[src/rtl/uifc_consts.vh]
// Constants for the serial controller with infrared and flow control.
// Included by every design file; holds definitions only.
`ifndef UIFC_CONSTS_VH
`define UIFC_CONSTS_VH
`define UIFC_FIFO_DEPTH 15
`define UIFC_PTR_W 4
`define UIFC_OVS 16
`define UIFC_IR_PULSE 3
`define UIFC_MODE_UART 2'h0
`define UIFC_MODE_IR 2'h2
`define UIFC_IR_INV_RST 1'b1
`define UIFC_IR_INV_BIT 6
`define UIFC_RX_TOUT_W 7
`define UIFC_LEN_5 2'h0
`define UIFC_PAR_EVEN_BIT 1
`define UIFC_PAR_STICK_BIT 2
`endif

[src/rtl/uifc_fifo.v]
// Fifteen-entry flip-flop FIFO used for both transmit and receive paths.
// Assumes one clock; writes into a full FIFO are dropped inside the FIFO.
`timescale 1ns/1ps
`include "uifc_consts.vh"
module uifc_fifo #(
  parameter WIDTH = 8
) (
  // Clock and reset
  input wire ref_clk_in,
  input wire rst_n_in,
  // Write side
  input wire wr_in,
  input wire [WIDTH-1:0] wdata_in,
  // Read side
  input wire rd_in,
  output wire [WIDTH-1:0] rdata_out,
  // Status
  output wire [`UIFC_PTR_W-1:0] count_out,
  output wire full_out,
  output wire empty_out
);
  reg [WIDTH-1:0] mem_reg [0:`UIFC_FIFO_DEPTH-1];
  reg [`UIFC_PTR_W-1:0] wp_reg;
  reg [`UIFC_PTR_W-1:0] rp_reg;
  reg [`UIFC_PTR_W-1:0] cnt_reg;
  wire do_wr;
  wire do_rd;

  // Wrap an index at the depth, not at a power of two
  function [`UIFC_PTR_W-1:0] uifc_inc;
    input [`UIFC_PTR_W-1:0] p;
    begin
      uifc_inc = (p == `UIFC_FIFO_DEPTH - 1) ? {`UIFC_PTR_W{1'b0}} : p + 1'b1;
    end
  endfunction

  assign full_out = (cnt_reg == `UIFC_FIFO_DEPTH);
  assign empty_out = (cnt_reg == {`UIFC_PTR_W{1'b0}});
  assign count_out = cnt_reg;
  assign rdata_out = mem_reg[rp_reg];
  assign do_wr = wr_in & ~full_out;
  assign do_rd = rd_in & ~empty_out;

  // Storage array needs no reset
  always @(posedge ref_clk_in)
  begin
    if (do_wr)
      mem_reg[wp_reg] <= wdata_in;
  end

  // Pointers and fill count
  always @(posedge ref_clk_in or negedge rst_n_in)
  begin
    if (!rst_n_in)
    begin
      wp_reg <= {`UIFC_PTR_W{1'b0}};
      rp_reg <= {`UIFC_PTR_W{1'b0}};
      cnt_reg <= {`UIFC_PTR_W{1'b0}};
    end
    else
    begin
      if (do_wr)
        wp_reg <= uifc_inc(wp_reg);
      if (do_rd)
        rp_reg <= uifc_inc(rp_reg);
      if (do_wr & ~do_rd)
        cnt_reg <= cnt_reg + 1'b1;
      else if (do_rd & ~do_wr)
        cnt_reg <= cnt_reg - 1'b1;
    end
  end
endmodule

[src/rtl/uifc_baud.v]
// Baud tick generator: emits one tick per oversample slot (16 per bit,
// B+1 per bit in divider mode 1, one per bit in divider mode 2).
// Assumes software keeps the divisors within their documented minimums.
`timescale 1ns/1ps
`include "uifc_consts.vh"
module uifc_baud (
  // Clock and reset
  input wire ref_clk_in,
  input wire rst_n_in,
  // Configuration
  input wire [15:0] baud_divisor_value_in,
  input wire [3:0] div_x_in,
  input wire div_x_en_in,
  input wire div_x_one_in,
  input wire ir_mode_in,
  // Ticks
  output reg tick_out,
  output reg bit_mode_out
);
  reg [16:0] cnt_reg;
  reg [16:0] limit;

  // Mode 0: 16*(A+2); mode 1: (B+1)*(A+2) as (A+2) per tick, B+1 ticks/bit;
  // mode 2: A+2 per bit; infrared: 16*A
  always @*
  begin
    if (ir_mode_in)
      limit = {1'b0, baud_divisor_value_in} - 17'h0_0001;
    else
      limit = {1'b0, baud_divisor_value_in} + 17'h0_0001;
  end

  // Divide kernel clock down to the slot rate
  always @(posedge ref_clk_in or negedge rst_n_in)
  begin
    if (!rst_n_in)
    begin
      cnt_reg <= 17'h0_0000;
      tick_out <= 1'b0;
      bit_mode_out <= 1'b0;
    end
    else
    begin
      bit_mode_out <= div_x_en_in & ~ir_mode_in;
      if (cnt_reg >= limit)
      begin
        cnt_reg <= 17'h0_0000;
        tick_out <= 1'b1;
      end
      else
      begin
        cnt_reg <= cnt_reg + 17'h0_0001;
        tick_out <= 1'b0;
      end
    end
  end
endmodule

[src/rtl/uifc_top.v]
// Serial controller core: TX and RX FIFOs, character engines, flow control,
// infrared encoder/decoder and interrupt source flags.
// Assumes register logic outside drives the configuration ports statically.
`timescale 1ns/1ps
`include "uifc_consts.vh"
// Operation
// - Separate interrupt sources for six event kinds
// - Fifteen-byte transmit FIFO before shifter
// - Fifteen-entry receive FIFO with three error flags
// - Mode 0 baud: clock over 16*(divisor+2)
// - Mode 1 baud: (X+1)*(divisor+2); X at least eight
// - Mode 2 baud: divisor+2; divisor at least three
// - Request-to-send drops at RTS deassert FIFO level
// - Transmit only while clear-to-send asserted
// - Infrared frame: start, eight data, stop
// - Infrared is half duplex
// - Infrared baud: clock over 16*divisor
// - Encoder sends zero as 3/16 pulse
// - Decoder idles high, start on low
// - Infrared control bit six resets to one
// - Character length five to eight bits
// - Parity even, odd, none, stick, both directions
// - One, one and half, or two stops
// - Seven-bit receive idle timeout
// - Programmable gap between characters
// - Shift least significant bit first
module uifc_top (
  // Clock and reset
  input wire ref_clk_in,
  input wire rst_n_in,
  // Transmit data in
  input wire tx_wr_in,
  input wire [7:0] tx_data_in,
  // Receive data out
  input wire rx_rd_in,
  output reg [7:0] rx_data_out,
  output reg [2:0] rx_err_out,
  output reg rx_empty_out,
  output reg tx_full_out,
  // Line configuration
  input wire [1:0] char_len_in,
  input wire two_stop_in,
  input wire parity_en_in,
  input wire [2:0] parity_cfg_in,
  input wire [15:0] baud_divisor_value_in,
  input wire [3:0] div_x_in,
  input wire div_x_en_in,
  input wire div_x_one_in,
  input wire [1:0] function_select_in,
  input wire [7:0] infrared_control_in,
  input wire infrared_control_wr_in,
  input wire [3:0] rx_trigger_level_in,
  input wire [3:0] rts_deassert_fifo_level_in,
  input wire auto_rts_en_in,
  input wire auto_cts_en_in,
  input wire [6:0] rx_timeout_count_in,
  input wire [7:0] tx_gap_delay_in,
  // Status clears
  input wire line_err_clr_in,
  input wire modem_clr_in,
  input wire buf_err_clr_in,
  // Interrupt sources
  output reg tx_empty_interrupt_out,
  output reg rx_threshold_interrupt_out,
  output reg line_error_interrupt_out,
  output reg rx_idle_timeout_interrupt_out,
  output reg modem_interrupt_out,
  output reg buf_err_interrupt_out,
  output reg [7:0] infrared_control_out,
  // Serial pins
  input wire rxd_in,
  input wire cts_n_in,
  output reg txd_out,
  output reg rts_n_out
);
  // Transmit states
  localparam TX_IDLE = 3'h0;
  localparam TX_START = 3'h1;
  localparam TX_DATA = 3'h2;
  localparam TX_PAR = 3'h3;
  localparam TX_STOP = 3'h4;
  localparam TX_GAP = 3'h5;

  wire tick;
  wire bit_mode;
  wire ir_mode = (function_select_in == `UIFC_MODE_IR);
  wire [7:0] txf_data;
  wire [3:0] txf_cnt;
  wire txf_full;
  wire txf_empty;
  wire [10:0] rxf_data;
  wire [3:0] rxf_cnt;
  wire rxf_full;
  wire rxf_empty;
  reg [1:0] rxd_sync_reg;
  reg [1:0] cts_sync_reg;
  reg [3:0] slot_reg;
  reg [7:0] infrared_control_reg;
  reg [2:0] tx_state_reg;
  reg [7:0] tx_sh_reg;
  reg [2:0] tx_bit_reg;
  reg [4:0] tx_slot_reg;
  reg [7:0] tx_gap_reg;
  reg tx_par_reg;
  reg tx_line_reg;
  reg txf_pop;
  reg [2:0] rx_state_reg;
  reg [3:0] rx_slot_reg;
  reg [2:0] rx_bit_reg;
  reg [7:0] rx_sh_reg;
  reg rx_par_reg;
  reg rx_push;
  reg [10:0] rx_word;
  reg [6:0] rx_idle_reg;
  reg rx_prev_reg;

  // Slots per bit: 16 normally, B+1 in divider mode 1, 1 in mode 2
  wire [4:0] slots_per_bit = !bit_mode ? 5'h10 :
    (div_x_one_in ? 5'h01 : {1'b0, div_x_in} + 5'h01);
  wire [4:0] mid_slot = slots_per_bit >> 1;
  wire [3:0] data_bits = {2'h0, char_len_in} + 4'h5;

  // Parity of a byte for the configured length
  function uifc_parity;
    input [7:0] d;
    input [3:0] n;
    input [2:0] cfg;
    reg p;
    integer i;
    begin
      p = 1'b0;
      for (i = 0; i < 8; i = i + 1)
        if (i < n)
          p = p ^ d[i];
      if (cfg[`UIFC_PAR_STICK_BIT])
        uifc_parity = ~cfg[`UIFC_PAR_EVEN_BIT];
      else
        uifc_parity = cfg[`UIFC_PAR_EVEN_BIT] ? p : ~p;
    end
  endfunction

  // Divider modes 0, 1, 2 and infrared rate
  uifc_baud u_baud (
    .ref_clk_in(ref_clk_in),
    .rst_n_in(rst_n_in),
    .baud_divisor_value_in(baud_divisor_value_in),
    .div_x_in(div_x_in),
    .div_x_en_in(div_x_en_in),
    .div_x_one_in(div_x_one_in),
    .ir_mode_in(ir_mode),
    .tick_out(tick),
    .bit_mode_out(bit_mode)
  );

  // Transmit FIFO ahead of shifter
  uifc_fifo #(.WIDTH(8)) u_txf (
    .ref_clk_in(ref_clk_in),
    .rst_n_in(rst_n_in),
    .wr_in(tx_wr_in),
    .wdata_in(tx_data_in),
    .rd_in(txf_pop),
    .rdata_out(txf_data),
    .count_out(txf_cnt),
    .full_out(txf_full),
    .empty_out(txf_empty)
  );

  // Receive FIFO with break, framing, parity flags per entry
  uifc_fifo #(.WIDTH(11)) u_rxf (
    .ref_clk_in(ref_clk_in),
    .rst_n_in(rst_n_in),
    .wr_in(rx_push),
    .wdata_in(rx_word),
    .rd_in(rx_rd_in),
    .rdata_out(rxf_data),
    .count_out(rxf_cnt),
    .full_out(rxf_full),
    .empty_out(rxf_empty)
  );

  // Pin synchronisers; the first stage feeds only the second
  always @(posedge ref_clk_in or negedge rst_n_in)
  begin
    if (!rst_n_in)
    begin
      rxd_sync_reg <= 2'h3;
      cts_sync_reg <= 2'h3;
    end
    else
    begin
      rxd_sync_reg <= {rxd_sync_reg[0], rxd_in};
      cts_sync_reg <= {cts_sync_reg[0], cts_n_in};
    end
  end

  // Decoder: idle high; any low pulse marks a zero bit
  wire ir_rx_raw = infrared_control_reg[`UIFC_IR_INV_BIT] ? rxd_sync_reg[1] : ~rxd_sync_reg[1];
  reg ir_hold_reg;
  wire rx_line = ir_mode ? (ir_hold_reg & ir_rx_raw) : rxd_sync_reg[1];
  // Half duplex: receiver is blind while transmitting in infrared
  wire rx_line_eff = (ir_mode && tx_state_reg != TX_IDLE) ? 1'b1 : rx_line;
  wire cts_ok = ~auto_cts_en_in | ~cts_sync_reg[1];

  // Infrared control register, bit six resets to one
  always @(posedge ref_clk_in or negedge rst_n_in)
  begin
    if (!rst_n_in)
      infrared_control_reg <= {1'b0, `UIFC_IR_INV_RST, 6'h00};
    else if (infrared_control_wr_in)
      infrared_control_reg <= infrared_control_in;
  end

  // Transmit engine, LSB first
  always @(posedge ref_clk_in or negedge rst_n_in)
  begin
    if (!rst_n_in)
    begin
      tx_state_reg <= TX_IDLE;
      tx_sh_reg <= 8'h00;
      tx_bit_reg <= 3'h0;
      tx_slot_reg <= 5'h00;
      tx_gap_reg <= 8'h00;
      tx_par_reg <= 1'b0;
      tx_line_reg <= 1'b1;
      txf_pop <= 1'b0;
    end
    else
    begin
      txf_pop <= 1'b0;
      if (tick)
      begin
        tx_slot_reg <= tx_slot_reg + 5'h01;
        case (tx_state_reg)
          TX_IDLE:
          begin
            tx_slot_reg <= 5'h00;
            // Start only with data and clear-to-send held
            // Infrared waits for an idle receiver
            if (!txf_empty && !txf_pop && cts_ok && !(ir_mode && rx_state_reg != 3'h0))
            begin
              tx_sh_reg <= txf_data;
              tx_par_reg <= uifc_parity(txf_data, ir_mode ? 4'h8 : data_bits, parity_cfg_in);
              txf_pop <= 1'b1;
              tx_line_reg <= 1'b0;
              tx_state_reg <= TX_START;
            end
          end
          TX_START, TX_DATA, TX_PAR:
          begin
            if (tx_slot_reg + 5'h01 == slots_per_bit)
            begin
              tx_slot_reg <= 5'h00;
              if (tx_state_reg == TX_START)
              begin
                tx_line_reg <= tx_sh_reg[0];
                tx_bit_reg <= 3'h0;
                tx_state_reg <= TX_DATA;
              end
              else if (tx_state_reg == TX_DATA &&
                       ({1'b0, tx_bit_reg} + 4'h1) < (ir_mode ? 4'h8 : data_bits))
              begin
                // Length five to eight, fixed eight in infrared
                tx_sh_reg <= {1'b0, tx_sh_reg[7:1]};
                tx_line_reg <= tx_sh_reg[1];
                tx_bit_reg <= tx_bit_reg + 3'h1;
              end
              else if (tx_state_reg == TX_DATA && parity_en_in && !ir_mode)
              begin
                tx_line_reg <= tx_par_reg;
                tx_state_reg <= TX_PAR;
              end
              else
              begin
                tx_line_reg <= 1'b1;
                tx_state_reg <= TX_STOP;
              end
            end
          end
          TX_STOP:
          begin
            // 1, 1.5 (len 5) or 2 stop bits
            if (tx_slot_reg + 5'h01 == ((!two_stop_in || ir_mode) ? slots_per_bit :
                (char_len_in == `UIFC_LEN_5 ? slots_per_bit + mid_slot : slots_per_bit << 1)))
            begin
              tx_slot_reg <= 5'h00;
              tx_gap_reg <= tx_gap_delay_in;
              tx_state_reg <= TX_GAP;
            end
          end
          TX_GAP:
          begin
            // Idle bit times between characters
            if (tx_slot_reg + 5'h01 == slots_per_bit)
            begin
              tx_slot_reg <= 5'h00;
              if (tx_gap_reg == 8'h00)
                tx_state_reg <= TX_IDLE;
              else
                tx_gap_reg <= tx_gap_reg - 8'h01;
            end
          end
          default: tx_state_reg <= TX_IDLE;
        endcase
      end
    end
  end

  // Receive engine, mid-bit sampling, LSB first
  always @(posedge ref_clk_in or negedge rst_n_in)
  begin
    if (!rst_n_in)
    begin
      rx_state_reg <= 3'h0;
      rx_slot_reg <= 4'h0;
      rx_bit_reg <= 3'h0;
      rx_sh_reg <= 8'h00;
      rx_par_reg <= 1'b0;
      rx_push <= 1'b0;
      rx_word <= 11'h000;
      ir_hold_reg <= 1'b1;
    end
    else
    begin
      rx_push <= 1'b0;
      if (tick)
      begin
        // Stretch infrared pulse to a full bit; cleared at bit boundaries
        if (!ir_rx_raw)
          ir_hold_reg <= 1'b0;
        else if (rx_slot_reg == 4'h0)
          ir_hold_reg <= 1'b1;
        rx_slot_reg <= rx_slot_reg + 4'h1;
        case (rx_state_reg)
          3'h0:
          begin
            rx_slot_reg <= 4'h0;
            if (!rx_line_eff)
              rx_state_reg <= 3'h1; // Start on low
          end
          3'h1, 3'h2, 3'h3, 3'h4:
          begin
            if ({1'b0, rx_slot_reg} + 5'h01 == mid_slot || (slots_per_bit == 5'h01))
            begin
              case (rx_state_reg)
                3'h1: rx_state_reg <= rx_line_eff ? 3'h0 : 3'h2;
                3'h2:
                begin
                  rx_sh_reg <= {rx_line_eff, rx_sh_reg[7:1]};
                  rx_bit_reg <= rx_bit_reg + 3'h1;
                  if (({1'b0, rx_bit_reg} + 4'h1) == (ir_mode ? 4'h8 : data_bits))
                    rx_state_reg <= (parity_en_in && !ir_mode) ? 3'h3 : 3'h4;
                end
                3'h3:
                begin
                  rx_par_reg <= rx_line_eff;
                  rx_state_reg <= 3'h4;
                end
                default:
                begin
                  // Align data, flag break, framing, parity
                  rx_word[7:0] <= rx_sh_reg >> (4'h8 - (ir_mode ? 4'h8 : data_bits));
                  rx_word[10] <= ~rx_line_eff && rx_sh_reg == 8'h00;
                  rx_word[9] <= ~rx_line_eff;
                  rx_word[8] <= parity_en_in && !ir_mode && rx_par_reg !=
                    uifc_parity(rx_sh_reg >> (4'h8 - data_bits), data_bits, parity_cfg_in);
                  rx_push <= 1'b1;
                  rx_bit_reg <= 3'h0;
                  rx_state_reg <= 3'h0;
                end
              endcase
            end
            if ({1'b0, rx_slot_reg} + 5'h01 >= slots_per_bit)
              rx_slot_reg <= 4'h0;
          end
          default: rx_state_reg <= 3'h0;
        endcase
      end
    end
  end

  // Interrupt flags, serial pins and status outputs
  always @(posedge ref_clk_in or negedge rst_n_in)
  begin
    if (!rst_n_in)
    begin
      tx_empty_interrupt_out <= 1'b0;
      rx_threshold_interrupt_out <= 1'b0;
      line_error_interrupt_out <= 1'b0;
      rx_idle_timeout_interrupt_out <= 1'b0;
      modem_interrupt_out <= 1'b0;
      buf_err_interrupt_out <= 1'b0;
      rx_idle_reg <= 7'h00;
      rx_prev_reg <= 1'b1;
      txd_out <= 1'b1;
      rts_n_out <= 1'b1;
      rx_data_out <= 8'h00;
      rx_err_out <= 3'h0;
      rx_empty_out <= 1'b1;
      tx_full_out <= 1'b0;
      slot_reg <= 4'h0;
      infrared_control_out <= {1'b0, `UIFC_IR_INV_RST, 6'h00};
    end
    else
    begin
      // Six separate interrupt sources
      tx_empty_interrupt_out <= txf_empty;
      rx_threshold_interrupt_out <= (rxf_cnt >= rx_trigger_level_in) && !rxf_empty;
      // Sticky flags: a set in the clearing cycle wins
      line_error_interrupt_out <= (rx_push && rx_word[10:8] != 3'h0) ||
                                  (line_err_clr_in ? 1'b0 : line_error_interrupt_out);
      rx_prev_reg <= cts_sync_reg[1];
      modem_interrupt_out <= (rx_prev_reg != cts_sync_reg[1]) ||
                             (modem_clr_in ? 1'b0 : modem_interrupt_out);
      // Overflow: the FIFO drops the push
      buf_err_interrupt_out <= (rx_push && rxf_full) ||
                               (buf_err_clr_in ? 1'b0 : buf_err_interrupt_out);
      // Idle timeout in bit times while data waits
      if (rxf_empty || rx_push || rx_rd_in || rx_state_reg != 3'h0)
      begin
        rx_idle_reg <= 7'h00;
        rx_idle_timeout_interrupt_out <= 1'b0;
      end
      else if (tick && {1'b0, slot_reg} + 5'h01 >= slots_per_bit)
      begin
        if (rx_idle_reg >= rx_timeout_count_in)
          rx_idle_timeout_interrupt_out <= 1'b1;
        else
          rx_idle_reg <= rx_idle_reg + 7'h01;
      end
      if (tick)
        slot_reg <= ({1'b0, slot_reg} + 5'h01 >= slots_per_bit) ? 4'h0 : slot_reg + 4'h1;
      // Encoder: zero sent as 3/16 pulse, active-high light
      if (ir_mode)
        txd_out <= ~tx_line_reg && (tx_slot_reg < `UIFC_IR_PULSE);
      else
        txd_out <= tx_line_reg;
      // Request-to-send low until FIFO hits level
      rts_n_out <= auto_rts_en_in ? (rxf_cnt >= rts_deassert_fifo_level_in) : 1'b0;
      rx_data_out <= rxf_data[7:0];
      rx_err_out <= rxf_data[10:8];
      rx_empty_out <= rxf_empty;
      tx_full_out <= txf_full;
      infrared_control_out <= infrared_control_reg;
    end
  end
endmodule

[config.mk]
export PLATFORM = sky130hd
export DESIGN_NAME = uifc_top
export DESIGN_NICKNAME = d
export VERILOG_FILES = /design/src/rtl/uifc_fifo.v /design/src/rtl/uifc_baud.v /design/src/rtl/uifc_top.v
export VERILOG_INCLUDE_DIRS = /design/src /design/src/rtl
export SDC_FILE = /design/constraint.sdc
export NUM_CORES = 1
export LEC_CHECK = 0
export BUFFER_PORTS_ARGS = -buffer_cell sky130_fd_sc_hd__buf_2
export CAP_MARGIN = 10
export CORE_ASPECT_RATIO = 2
export CORE_UTILIZATION = 35
export CTS_CLUSTER_SIZE = 28
export DETAILED_ROUTE_END_ITERATION = 12
export GPL_TIMING_DRIVEN = 0
export PLACE_DENSITY_LB_ADDON = 0.2
export SLEW_MARGIN = 20
export SYNTH_ARGS = -nofsm -noshare
export SYNTH_HDL_FRONTEND = slang
export SYNTH_SLANG_ARGS = --single-unit
[constraint.sdc]
create_clock -name ref_clk_in -period 3.6 [get_ports ref_clk_in]
set_input_delay 0.72 -clock ref_clk_in [delete_from_list [all_inputs] [get_ports ref_clk_in]]
set_output_delay 0.72 -clock ref_clk_in [all_outputs]
set_load 0.03 [all_outputs]
==> results.yml <==
power:
  sw_frac_of_total_pct: 32.9
  p_per_area_nw_per_um2: 654
  ir_drop_v: 0.000369
  p_switching_mw: 5.29
  pwr-share-clk_pct: 28.4
  p_seq_share_pct: 40.5
  power.internal_mw: 10.8
  combinationalPowerShare_pct: 31.0
  leakagePower_nw: 9.51
floorplan:
  ios: 111
  die_width_um: 175
  core-area_um2: 59100
  dieArea_um2: 61000
  die_h_um: 348
  initial_utilization_pct: 35.5
  fp-row-count: 126
layout:
  largest_reg_flops: 165
  nets: 1930
  antenna_cells: 0
  final_core_util_pct: 41.6
  fillers: 5517
  areaGrowthSynthToFinish_pct: 17.4
  drive_gt1_share_pct: 23.4
critical_path:
  required_ps: 4050
  cp.arrival_ps: 4350
  critPathBufInv: 6
  critical_path_class: "in -> reg"
  crit_cells: 24
  crit_path_top_delay_cell: "ha_1"
  cp_top_family: "compound AO/OA/AOI/OAI gates"
  crit_chain: "buf_6 > nand2b_4 > clkbuf_16 > clkbuf_16 > xnor2_4 > ha_4 > nor2_2 > a211o_1 > a21oi_4 > nand3_2 > nor2_4 > buf_4 > buf_4 > a31oi_1 > xor2_1 > ha_1 > nand4_1 > nor2_2 > nand2_1 > o211ai_1 > o22ai_2 > a21oi_4 > buf_6 > nor2b_1"
  reg2reg_depth: 17
  critPathLaunchType: "input port"
  endpoint_kind: "flip-flop"
  crit_fanout: 6
  cpPeakStageDelay_ps: 310
sta:
  skew_ps: 29.5
  hold_viol_final: 0
  holdWs_ps: 122
  rsz0062_at_grt: "true"
  drv_slew: 0
  relSlewSlack_pct: 25.2
  max_freq_mhz: 256
  worst_slack_ps: -306
  timing.final.crit_share_pct: 109
  setup_violations: 18
  finalCriticalPeriod_ps: 3910
  tightest_slew_ps: 1120
logic_synthesis:
  synth-simple-area-share_pct: 9.13
  synthFlopType: "edfxtp_1"
  synth_cells: 1589
  async_reset_ff_share_pct: 35.7
  synth.area.top_cells: "edfxtp_1 41%, dfrtp_1 17%, mux4_2 6.8%, ha_1 4.6%, mux2i_1 2.6%"
  synth.avg_cell_area_um2: 13.2
  synth_compound_area_share_pct: 8.48
  synth_edf_count: 285
  muxShareOfSynthArea_pct: 11.2
  netlist_area_um2: 21000
  ys_seq_area_share_pct: 59.7
  synth_cell_types: 82
  yosysTopAreaCell: "edfxtp_1"
  synth_seq_cells: 443
  netlist.area_leader.share_pct: 40.8
  synthAdderAreaFrac_pct: 4.93
  synth.yosys.warnings: 0
  synthXorXnorAreaFrac_pct: 3.87
  synth_nets: 1751
  synth_top_family_by_area: "multiplexers"
routing:
  totalWireLength_um: 52000
  post_drt_via_cell_ratio: 5.14
  drt_iter0_drc: 671
  drc: 0
  ant_nets: 0
  drt-pass1-iter-count: 5
  routedWlPerCell_um: 20.2
  dr_total_vias: 13199
cts:
  cts_made_buffers: 42
  cts_tree: "yes"
  ctsHoldBuffers: 0
  worstSkewPairLatency_ps: 580
  clkTransAtPathRegs_ps: 60
  cts.path.max_buffers: 3
  htree_levels: 2
  cts-root-buf: "clkbuf_16"
  cts_sinks: 443
global_route:
  grt_antenna_before_repair: 0
  grt_max_degree: 88
  grt_use_total_pct: 17.3
  gr-total-overflow: 0
  first_global_vias: 14259
  grt_pass1_wl_um: 80300
min_path:
  hold_class: "in -> async"
outcome:
  status: "finished, violations left"
  violations: "negative setup slack"
placed_design:
  port_buffers: 103
  place_congestion: 0.829
  hpwl_um: 38700
job:
  cap_violations: 0
==> power groups by stage <==
stage               clock network [mW]  registers, mW  logic (mW)
detailed placement                   0           6.63        4.94
finish                            4.58           6.53        4.99
global route                      4.87           6.61        5.50
CTS                               4.69           6.53        5.02
global placement                     0           6.60        4.82
floorplan                            0           6.64        3.44
==> per-layer routing <==
metal / vias to the layer above / part of all wire (%) / global-route usage [%]
met2: 206 / 61 / 36.9
met1: 6671 / 34 / 16.0
met5: - / 0 / 0
met3: 75 / 2.4 / 1.86
li1: 6247 / - / -
met4: 0 / 3.2 / 6.60
==> metrics by stage <==
| step | cells | power (mW) | TNS, ps | setup slack, ps | cell area, µm² |
|---|---|---|---|---|---|
| floorplan | 1589 | 10.1 | -8960 | -531 | 21100 |
| global placement | 2460 | 11.4 | -173450 | -1450 | 22600 |
| detailed placement | 2473 | 11.6 | -45510 | -1510 | 22800 |
| CTS | 2563 | 16.2 | -6170 | -374 | 24400 |
| global route | 2569 | 17.0 | -8000 | -464 | 24600 |
| finish | 2569 | 16.1 | -5070 | -306 | 24600 |
==> Yosys cell counts, types with 38 or more instances <==
| library cell | number |
|---|---|
| clkbuf_1 | 47 |
| edfxtp_1 | 285 |
| ha_1 | 77 |
| a21oi_1 | 66 |
| mux2i_1 | 55 |
| xor2_1 | 38 |
| o21ai_0 | 87 |
| dfrtp_1 | 146 |
| nand2_1 | 118 |
| mux4_2 | 63 |
| nor2_1 | 107 |
| xnor2_1 | 51 |
| nand3_1 | 42 |
| inv_1 | 68 |
==> timing repair <==
action | 4_1_cts | 5_1_grt
endpoints found under the setup margin | 35 | 37
cloned | 1 | 0
pin swaps | 21 | 25
resized for setup | 21 | 43
buffers inserted | 13 | 7
==> final cells by class <==
type / instances / area, µm² / area share (%)
Sequential cell: 443 / 12500 / 50.9
Timing Repair Buffer: 137 / 830 / 3.37
Inverter: 70 / 265 / 1.08
Clock inverter: 16 / 200 / 0.813
Multi-Input combinational cell: 1004 / 8260 / 33.6
Clock buffer: 61 / 1200 / 4.86
Buffer: 70 / 374 / 1.52
Tap cell: 768 / 961 / 3.90
==> final timing paths <==
path	from	to	slack (ps)
max in group asynchronous	rst_n_in	cts_sync_reg[1]	2570
min in group ref_clk_in	cts_n_in	cts_sync_reg[0]	260
min reg2reg	cts_sync_reg[0]	cts_sync_reg[1]	370
max	function_select_in[0]	u_baud.cnt_reg[1]	-310
min	rst_n_in	infrared_control_reg[7]	120
max reg2reg	u_baud.bit_mode_out	tx_gap_reg[0]	180
==> kinds of logic (layout without fill, tap and decap cells) <==
| group | after synthesis | in the layout |
|---|---|---|
| muxes | 151 | 151 |
| and+or+nand+nor | 400 | 400 |
| DFF | 443 | 443 |
| buffers and inverters | 142 | 354 |
| adders and majority gates | 81 | 81 |
| AOI/OAI and AO/OA | 281 | 281 |
| xor gates and xnor gates | 91 | 91 |
==> cells in the final DEF (no fill, tap or decap), types with 9 or more instances in the layout <==
| cell | netlist | final |
|---|---|---|
| edfxtp_1 | 285 | 285 |
| dfrtp_1 | 146 | 145 |
| nand2_1 | 118 | 117 |
| buf_2 | 8 | 106 |
| o21ai_0 | 87 | 84 |
| nor2_1 | 107 | 83 |
| ha_1 | 77 | 74 |
| inv_1 | 68 | 65 |
| mux4_2 | 63 | 63 |
| a21oi_1 | 66 | 57 |
| clkbuf_1 | 47 | 55 |
| mux2i_1 | 55 | 55 |
| xnor2_1 | 51 | 50 |
| clkbuf_16 | 0 | 45 |
| nand3_1 | 42 | 39 |
| xor2_1 | 38 | 37 |
| mux2_2 | 33 | 33 |
| buf_4 | 2 | 30 |
| a21o_1 | 29 | 29 |
| nor2_2 | 2 | 25 |
| nor3_1 | 31 | 20 |
| nand2b_1 | 19 | 18 |
| dfstp_2 | 12 | 12 |
| and3_1 | 10 | 10 |
| buf_1 | 12 | 10 |
| nor3_2 | 1 | 10 |
| or3_1 | 9 | 9 |
| nand4_1 | 9 | 9 |
(Power assumes the default switching activity.)
